==> config.mk <==
export PLATFORM = sky130hd
export DESIGN_NAME = lcdd_top
export DESIGN_NICKNAME = d
export VERILOG_FILES = /design/src/lcdd_pkg.sv /design/src/lcdd_top.sv
export SDC_FILE = /design/constraint.sdc
export NUM_CORES = 1
export LEC_CHECK = 0
export BUFFER_PORTS_ARGS = -buffer_cell sky130_fd_sc_hd__clkbuf_2
export CAP_MARGIN = 20
export CORE_MARGIN = 4
export CORE_UTILIZATION = 58
export CTS_CLUSTER_DIAMETER = 120
export CTS_CLUSTER_SIZE = 10
export DETAILED_ROUTE_END_ITERATION = 16
export MAX_ROUTING_LAYER = met4
export PLACE_DENSITY = 0.78
export SYNTH_ARGS = -nofsm -noshare
export SYNTH_HDL_FRONTEND = slang
export SYNTH_SLANG_ARGS = --single-unit
==> constraint.sdc <==
create_clock -name clock -period 4.4 [get_ports clock]
set_clock_uncertainty 0.1 [all_clocks]
set_input_delay 0.88 -clock clock [delete_from_list [all_inputs] [get_ports clock]]
set_output_delay 0.88 -clock clock [all_outputs]
set_load 0.05 [all_outputs]
==> src/lcdd_pkg.sv <==
// Package for the four-digit LCD decoder/driver: constants, types and font
package lcdd_pkg;

   // ****************************************
   // Timing
   // ****************************************
   localparam int CLK_PERIOD_PS = 4000;
   localparam int OSC_FREQ_HZ = 16000;
   // Oscillator period in ps, rounded down
   localparam int OSC_PERIOD_PS = 1000000000 / OSC_FREQ_HZ * 1000;
   // Half an oscillator period in clock cycles
   localparam int OSC_HALF_CYC = OSC_PERIOD_PS / 2 / CLK_PERIOD_PS;
   localparam int OSC_CNT_W = 14;
   localparam logic [OSC_CNT_W-1:0] OSC_HALF_LAST = OSC_CNT_W'(OSC_HALF_CYC - 1);
   localparam int PLANE_DIV = 128;
   localparam int DIV_W = 7;
   localparam int LOW_GLITCH_NS = 1000;
   // Least low time before grounding is believed, rounded up
   localparam int LOW_GLITCH_CYC = (LOW_GLITCH_NS * 1000 + CLK_PERIOD_PS - 1) / CLK_PERIOD_PS;
   localparam int LOW_CNT_W = 9;
   localparam logic [LOW_CNT_W-1:0] LOW_CNT_MAX = LOW_CNT_W'(LOW_GLITCH_CYC);

   // ****************************************
   // Widths and codes
   // ****************************************
   localparam int DIGITS = 4;
   localparam int SEGS = 7;
   localparam logic [1:0] SEL_DIGIT_FOUR = 2'h0;
   localparam logic [1:0] SEL_DIGIT_THREE = 2'h1;
   localparam logic [1:0] SEL_DIGIT_TWO = 2'h2;
   localparam logic [1:0] SEL_DIGIT_ONE = 2'h3;
   localparam logic [6:0] SEG_RESET = 7'h00;

   // Bus word captured by the input buffer latches
   typedef struct packed {
      logic [1:0] digit_pick;
      logic [3:0] value;
   } lcdd_word_t;

   // Segment pattern, bit 0 = a ... bit 6 = g
   typedef logic [6:0] lcdd_seg_t;

   typedef enum logic [0:0] {
      LCDD_MASTER = 1'b0,
      LCDD_SLAVE = 1'b1
   } lcdd_mode_t;

   // Code B font: 0-9, dash, E, H, L, P, blank
   function automatic lcdd_seg_t lcdd_font(input logic [3:0] v);
      case (v)
         4'h0: lcdd_font = 7'h3f;
         4'h1: lcdd_font = 7'h06;
         4'h2: lcdd_font = 7'h5b;
         4'h3: lcdd_font = 7'h4f;
         4'h4: lcdd_font = 7'h66;
         4'h5: lcdd_font = 7'h6d;
         4'h6: lcdd_font = 7'h7d;
         4'h7: lcdd_font = 7'h07;
         4'h8: lcdd_font = 7'h7f;
         4'h9: lcdd_font = 7'h6f;
         4'ha: lcdd_font = 7'h40;
         4'hb: lcdd_font = 7'h79;
         4'hc: lcdd_font = 7'h76;
         4'hd: lcdd_font = 7'h38;
         4'he: lcdd_font = 7'h73;
         default: lcdd_font = 7'h00;
      endcase
   endfunction

   // Digit code to latch index (0 = digit one, least significant)
   function automatic logic [1:0] lcdd_slot(input logic [1:0] code);
      lcdd_slot = ~code;
   endfunction

endpackage

==> src/lcdd_top.sv <==
// Four-digit seven-segment static LCD decoder/driver with bus latches
//
// How it works
// - Twenty-eight segment outputs plus one common-plane driver.
// - Segments grouped per digit; digit one least, digit four most significant.
// - Internal oscillator near 16 kHz, divided by 128 to 125 Hz plane.
// - Grounded timebase pin disables plane driver; segments follow external plane.
// - A timebase pin seen as high is never taken as grounded.
// - Low pulses shorter than 1 us on timebase pin are ignored.
// - Data is 4-bit active-high; bit 0 least significant.
// - Data and digit code captured together in input buffer latches.
// - Rising edge of either chip select stores decoded value in chosen digit.
// - Digit code picks one latch; the other three keep their contents.
// - Values 0-9 show digits; 10-15 show dash, E, H, L, P, blank.
// - Code 00 digit four, 01 three, 10 two, 11 one.
// - Buffer latches transparent only while both chip selects are low.
`timescale 1ns/100ps
module lcdd_top (
   input wire logic clock,
   input wire logic reset,
   input wire logic data_in_bit0,
   input wire logic data_in_bit1,
   input wire logic data_in_bit2,
   input wire logic data_in_bit3,
   input wire logic digit_pick_low,
   input wire logic digit_pick_high,
   input wire logic chip_sel_first_n,
   input wire logic chip_sel_second_n,
   input wire logic timebase_pin,
   input wire logic common_plane_in,
   output logic common_plane_out,
   output logic common_plane_oe,
   output logic [6:0] digit_one,
   output logic [6:0] digit_two,
   output logic [6:0] digit_three,
   output logic [6:0] digit_four
);

   // ****************************************
   // Pin synchronisers
   // ****************************************
   logic [1:0] cs1_sync_ff, cs2_sync_ff, tb_sync_ff, cp_sync_ff;
   logic [5:0] word_meta_ff, word_sync_ff;

   // Two flops on every pin; only the second stage is read
   always_ff @(posedge clock or posedge reset) begin
      if (reset) begin
         cs1_sync_ff <= 2'h3;
         cs2_sync_ff <= 2'h3;
         tb_sync_ff <= 2'h3;
         cp_sync_ff <= 2'h0;
         word_meta_ff <= 6'h00;
         word_sync_ff <= 6'h00;
      end else begin
         cs1_sync_ff <= {cs1_sync_ff[0], chip_sel_first_n};
         cs2_sync_ff <= {cs2_sync_ff[0], chip_sel_second_n};
         tb_sync_ff <= {tb_sync_ff[0], timebase_pin};
         cp_sync_ff <= {cp_sync_ff[0], common_plane_in};
         word_meta_ff <= {digit_pick_high, digit_pick_low, data_in_bit3, data_in_bit2,
                          data_in_bit1, data_in_bit0};
         word_sync_ff <= word_meta_ff;
      end
   end

   wire logic cs1_s = cs1_sync_ff[1];
   wire logic cs2_s = cs2_sync_ff[1];
   wire logic tb_s = tb_sync_ff[1];
   wire logic cp_s = cp_sync_ff[1];

   // ****************************************
   // Input buffer latch and strobe
   // ****************************************
   lcdd_pkg::lcdd_word_t buf_ff;
   logic cs1_prev_ff, cs2_prev_ff;
   logic open_now, store_pulse;

   assign open_now = !cs1_s && !cs2_s;
   // A rise on either select ends the write; the latch is already closed then
   assign store_pulse = (cs1_s && !cs1_prev_ff) || (cs2_s && !cs2_prev_ff);

   // Buffer follows the bus only while both selects are low
   always_ff @(posedge clock or posedge reset) begin
      if (reset) begin
         buf_ff <= '0;
      end else if (open_now) begin
         buf_ff <= lcdd_pkg::lcdd_word_t'(word_sync_ff);
      end
   end

   // Previous select levels for edge detection
   always_ff @(posedge clock or posedge reset) begin
      if (reset) begin
         cs1_prev_ff <= 1'b1;
         cs2_prev_ff <= 1'b1;
      end else begin
         cs1_prev_ff <= cs1_s;
         cs2_prev_ff <= cs2_s;
      end
   end

   // ****************************************
   // Digit latches
   // ****************************************
   lcdd_pkg::lcdd_seg_t digit_ff [lcdd_pkg::DIGITS];

   // Only the addressed latch loads; others hold until rewritten
   always_ff @(posedge clock or posedge reset) begin
      if (reset) begin
         for (int i = 0; i < lcdd_pkg::DIGITS; i++) begin
            digit_ff[i] <= lcdd_pkg::SEG_RESET;
         end
      end else if (store_pulse) begin
         digit_ff[lcdd_pkg::lcdd_slot(buf_ff.digit_pick)] <=
            lcdd_pkg::lcdd_font(buf_ff.value);
      end
   end

   // ****************************************
   // Timebase and divide-by-128
   // ****************************************
   logic [lcdd_pkg::OSC_CNT_W-1:0] osc_cnt_ff;
   logic osc_ff, tb_prev_ff;
   logic [lcdd_pkg::DIV_W-1:0] div_ff;
   logic osc_rise;

   // Internal oscillator toggles every half period
   always_ff @(posedge clock or posedge reset) begin
      if (reset) begin
         osc_cnt_ff <= '0;
         osc_ff <= 1'b0;
      end else if (osc_cnt_ff == lcdd_pkg::OSC_HALF_LAST) begin
         osc_cnt_ff <= '0;
         osc_ff <= !osc_ff;
      end else begin
         osc_cnt_ff <= osc_cnt_ff + 1'b1;
      end
   end

   always_ff @(posedge clock or posedge reset) begin
      if (reset) begin
         tb_prev_ff <= 1'b1;
      end else begin
         tb_prev_ff <= tb_s;
      end
   end

   // An external clock on the timebase pin steps the divider alongside the internal one
   assign osc_rise = (osc_cnt_ff == lcdd_pkg::OSC_HALF_LAST && !osc_ff)
                     || (tb_s && !tb_prev_ff);

   always_ff @(posedge clock or posedge reset) begin
      if (reset) begin
         div_ff <= '0;
      end else if (osc_rise) begin
         div_ff <= div_ff + 1'b1;
      end
   end

   // ****************************************
   // Grounded-pin detector
   // ****************************************
   logic [lcdd_pkg::LOW_CNT_W-1:0] low_cnt_ff;
   lcdd_pkg::lcdd_mode_t mode_ff;

   // Slave mode only after a low held 1 us; short lows of a driven clock pass
   always_ff @(posedge clock or posedge reset) begin
      if (reset) begin
         low_cnt_ff <= '0;
         mode_ff <= lcdd_pkg::LCDD_MASTER;
      end else if (tb_s) begin
         low_cnt_ff <= '0;
         mode_ff <= lcdd_pkg::LCDD_MASTER;
      end else if (low_cnt_ff == lcdd_pkg::LOW_CNT_MAX) begin
         mode_ff <= lcdd_pkg::LCDD_SLAVE;
      end else begin
         low_cnt_ff <= low_cnt_ff + 1'b1;
      end
   end

   // ****************************************
   // Output drivers
   // ****************************************
   logic plane_ref;
   assign plane_ref = (mode_ff == lcdd_pkg::LCDD_SLAVE) ? cp_s : div_ff[lcdd_pkg::DIV_W-1];

   // Registered drives; lit segments invert the plane, so no DC across the glass
   always_ff @(posedge clock or posedge reset) begin
      if (reset) begin
         common_plane_out <= 1'b0;
         common_plane_oe <= 1'b1;
         digit_one <= lcdd_pkg::SEG_RESET;
         digit_two <= lcdd_pkg::SEG_RESET;
         digit_three <= lcdd_pkg::SEG_RESET;
         digit_four <= lcdd_pkg::SEG_RESET;
      end else begin
         common_plane_out <= div_ff[lcdd_pkg::DIV_W-1];
         common_plane_oe <= (mode_ff == lcdd_pkg::LCDD_MASTER);
         digit_one <= digit_ff[0] ^ {lcdd_pkg::SEGS{plane_ref}};
         digit_two <= digit_ff[1] ^ {lcdd_pkg::SEGS{plane_ref}};
         digit_three <= digit_ff[2] ^ {lcdd_pkg::SEGS{plane_ref}};
         digit_four <= digit_ff[3] ^ {lcdd_pkg::SEGS{plane_ref}};
      end
   end

   // ****************************************
   // Checks
   // ****************************************
   chk_slave_disables: assert property (@(posedge clock) disable iff (reset)
      mode_ff == lcdd_pkg::LCDD_SLAVE |=> !common_plane_oe)
      else $error("plane driver on in slave mode");
   chk_high_master: assert property (@(posedge clock) disable iff (reset)
      tb_s |=> mode_ff == lcdd_pkg::LCDD_MASTER)
      else $error("high timebase taken as ground");
   chk_short_low: assert property (@(posedge clock) disable iff (reset)
      tb_s ##1 !tb_s |-> mode_ff == lcdd_pkg::LCDD_MASTER [*8])
      else $error("short low caused slave mode");
   chk_store_one: assert property (@(posedge clock) disable iff (reset)
      store_pulse && buf_ff.digit_pick == lcdd_pkg::SEL_DIGIT_ONE
      |=> digit_ff[0] == lcdd_pkg::lcdd_font($past(buf_ff.value)))
      else $error("digit one not stored");
   chk_store_four: assert property (@(posedge clock) disable iff (reset)
      store_pulse && buf_ff.digit_pick == lcdd_pkg::SEL_DIGIT_FOUR
      |=> digit_ff[3] == lcdd_pkg::lcdd_font($past(buf_ff.value))
          && $stable(digit_ff[0]))
      else $error("digit four store wrong");
   chk_hold_idle: assert property (@(posedge clock) disable iff (reset)
      !store_pulse |=> $stable(digit_ff[1]) && $stable(digit_ff[2]))
      else $error("digit latch changed without strobe");
   chk_buffer_closed: assert property (@(posedge clock) disable iff (reset)
      !open_now |=> $stable(buf_ff))
      else $error("buffer moved while closed");
   chk_antiphase: assert property (@(posedge clock) disable iff (reset)
      $stable(plane_ref) && $stable(digit_ff[0])
      |=> digit_one == ($past(digit_ff[0]) ^ {lcdd_pkg::SEGS{$past(plane_ref)}}))
      else $error("segment phase wrong");
   chk_divider: assert property (@(posedge clock) disable iff (reset)
      osc_rise |=> div_ff == $past(div_ff) + 1'b1)
      else $error("divider missed a step");

endmodule

==> results <==
- Of the total power, the share spent switching nets is 32.82%.
- The number of maximum-capacitance violations is 0.
- On the worst path, the slowest cell contributes a delay of 520 ps.
- From synthesis to final layout, the design area changed by 20.90%.
- Summing all placed instances gives a cell area of 4970 sq um.
- In this run the vertical extent of the chip is 97.61 microns.
- The critical path goes through clkbuf_2.
- The number of stages on the worst hold path is 0.
- For this run, global-route usage on met3 was measured as 5.815%.
- The half-perimeter wire length after detailed placement is 5016 microns.
- During placement, the flow inserted port buffers numbering 41.
- Registers are responsible for 39.1% of the overall power.
- For the finished layout, the period the worst path requires is around 2300 ps.
- In the global route stage, met2 resource usage came out at 31.68%.
- For this block, the initial DRC count from the detailed router was 144.
- The cell count after placement is approximately 510.
- Dividing the detail-routed via count by the number of cells gives 5.356.
- For this run, asynchronously set or reset flops after synthesis account for 100.0%.
- Dividing the detail-routed wire length by the instance count gives 15.42 microns.
- VDD sags by at most 0.0003903 V.
- The post-synthesis sequential area ratio is 64.21%.
- The startpoint type of the worst setup path is a flip-flop.
- The global routing stage identified its most utilized layer as met2.
- The setup path with the least slack is of type flip-flop to output pin.
- The floorplan core area is 7767 sq um.
- Synthesis produced a netlist whose cell count is about 370.
- In the routed design, unresolved DRC markers number 0.
- The critical path depth is 1.
- Row generation in the floorplan step produced 32 rows.
- The final hold violation count was 0.
- The internal power contribution is 2.650 mW.
- The number of global-route vias before repair is about 3.0k.
- The clock net in this run drives a total of 119 sinks.
- In this run, the clock network consumes 37.9% of the power.
- The largest fanout of any net on the critical path is 1.
- The count of different cell masters after synthesis is 39.
- Summed over all cells, the static leakage comes to 2.609 nW.
- Setup repair after global routing left no endpoint under its margin.
- The family with the most delay on the worst path is flip-flops.
- The master cell of the clock root buffer is clkbuf_8.
- The number of enable-type register cells in the synthesized netlist is 0.
- Global routing consumed, over all layers together, between 10% and 20% of the routing resources.
- The H-tree generated during clock tree synthesis spans 4 levels.
- In this run the count of I/O pins placed on the die edge is 42.
- The pre-CTS setup slack is 2260 ps.
- The flop and latch count out of synthesis is 119.
- The flow ran to the end, and the final reports show no timing, DRC or antenna violations.
- The initial antenna violation count came to 0.
- Of the cells placed in the final design, the portion with a size suffix greater than 1 is approximately a quarter.
- The layout has between 500 and 600 filler cells.
- In this run the mean area of a mapped cell was ~12 sq um.
- Setup violations remaining at the end of the flow were counted as 0.
- For the pin with the worst max-slew slack, the measured transition is 977.5 ps.
- The maximum number of pins on one net before global-route repair is ~80.
- The final-layout worst hold slack is 245.9 ps.
- The insertion delay to the later sink of the worst-skew pair is around 500 ps.
- In this run the power spent charging and discharging nets is approximately 1.3 mW.
- Summing all non-filler instances in the final layout gives an area of 5630 sq um.
- The number of warning messages in the yosys log is 0.
- The data arrival time of the worst path is 1290 ps.
- The post-synth net total is 396.
- After clock tree synthesis, the clock-pin slew on the worst setup and hold paths is 60 ps.
- The worst setup path is captured at an output pin.
- TritonCTS built the clock tree.
- Buffers added to address setup during post-CTS repair amount to 0.
- At the end of the flow, the number of nets in the layout was roughly 450.
- The length of the first detailed-routing pass in iterations is 7.
- The cell type of the slowest stage on the worst timing path is dfstp_2.
- The wire length of the first global-routing pass is 14480 microns.
- Static timing analysis puts the maximum clock frequency at 440.0 MHz.
- In this run, CTS created clock tree buffers numbering 17.
- After the flow finishes, the layout carries non-filler instances totaling 540.
- The most used flip-flop cell after synthesis is dfrtp_1.
- The mapped netlist covers between 4000 and 5000 sq um.
- The met1 track demand over resource is 24.17%.
- The total number of vias is roughly 2.9k.
- The horizontal extent of the die is 97.61 microns.
- The power density over the cells is 700.4 nW/um^2.
- The setup TNS is 0 ps.
- The required time of the worst setup path is approximately 3400 ps.
- In the post-route analysis, the smallest setup slack over all paths is 2127 ps.
- The final global-route overflow total is 0.
- The min-delay analysis places its worst path in the category flip-flop to flip-flop.
- The hold-fix buffer count after cts is 0.
- Measured in cells, the most critical reg-to-reg path has a length of 5.
- The maximum buffer depth of the clock tree is 2.
- The area of the die is 9527 sq um.
- In this run the tightest slew margin relative to its limit is 34.55%.
- Summing internal, switching and leakage power gives 3.944 mW.
- The starting density of the core is between 50 and 60%.
- Gates resized during post-CTS repair numbered 0.
- The share of the core filled with cells in the final layout is 72.49%.
- At the end of routability-driven placement, the weighted congestion stood at around 0.84.
- The final layout contains routed wiring with a total length of around 8300 microns.
- Of the total power, combinational logic draws 23.0%.
- The number of buffers and inverters on the critical path is 1.
- The repair_antennas step left the layout with diodes totalling 0.
- Dividing the final minimum period by the clock period gives 51.65%.
- The final antenna-violating net count is 0.
- The number of slew-limit violations in the final report is 0.
==> cell families after synthesis <==
family                     after synthesis  synth area share, %
xor gates and xnor gates                48                9.027
adders and majority gates               11                2.955
and+or+nand+nor                        100                11.34
muxes                                   14                3.439
DFF                                    119                64.21
AOI/OAI and AO/OA                       57                6.744
buffers and inverters                   24                2.284
==> power by group through the flow <==
| stage | sequential, mW | clock [mW] | combinational, mW |
|---|---|---|---|
| 2_1_floorplan | 1.93 | 0 | 0.297 |
| 3_3_place_gp | 1.54 | 0 | 0.884 |
| 3_5_place_dp | 1.55 | 0 | 0.905 |
| 4_1_cts | 1.54 | 1.51 | 0.919 |
| 5_1_grt | 1.58 | 1.57 | 0.974 |
| 6_report | 1.54 | 1.50 | 0.907 |
==> cell usage after synthesis (all sizes together), types with 4 or more instances <==
library cell,number,share of area (%)
nand2,37,3.0
nand3,8,0.86
nand2b,4,0.54
a21oi,17,1.8
buf,8,0.99
inv,11,0.89
ha,11,3.0
mux2,6,1.5
clkbuf,5,0.40
dfstp,10,5.6
o21ai,31,3.3
mux2i,7,1.5
nand4,10,1.6
nor2,19,1.5
xor2,11,2.1
dfrtp,109,59
xnor2,37,7.0
==> flip-flops by register name, indices dropped and copies added, names as in the netlist, 7 cells and up <==
register,count
low_cnt_ff,9
digit_three,7
digit_ff,28
osc_cnt_ff,14
digit_one,7
digit_four,7
digit_two,7
div_ff,7
==> layout make-up <==
type | instances | area, sq um | area share [%]
sequential | 119 | 2990 | 53.11
multi-input combinational | 230 | 1573 | 27.93
clock buffer | 20 | 455.4 | 8.089
timing repair buffer | 46 | 242.7 | 4.311
clock inverter | 12 | 197.7 | 3.511
tap | 102 | 127.6 | 2.267
inverter | 11 | 43.79 | 0.7778
==> routing by layer <==
metal  up-vias  wire [microns]
met5         -               0
met4         0             101
met3         9             395
met2        96            4260
met1      1425            3569
li1       1362               -
==> layout by cell type (no fill, tap or decap), types with 10 or more instances in the layout <==
| cell | n |
|---|---|
| dfrtp_1 | 109 |
| clkbuf_2 | 41 |
| nand2_1 | 37 |
| xnor2_1 | 37 |
| o21ai_0 | 31 |
| nor2_1 | 19 |
| a21oi_1 | 17 |
| clkbuf_16 | 16 |
| xor2_1 | 11 |
| ha_1 | 11 |
| inv_1 | 10 |
| dfstp_2 | 10 |
==> path summary, 6_finish.rpt <==
kind	start	end	slack, ps
max in group asynchronous	reset	digit_ff[18]	2860
hold reg to reg	word_meta_ff[2]	word_sync_ff[2]	250
setup / recovery	common_plane_oe	common_plane_oe	2130
min in group asynchronous	reset	osc_cnt_ff[2]	480
hold / removal	word_meta_ff[2]	word_sync_ff[2]	250
setup reg to reg	osc_cnt_ff[0]	div_ff[1]	2250
No activity file was read; power rests on OpenSTA's default activity.
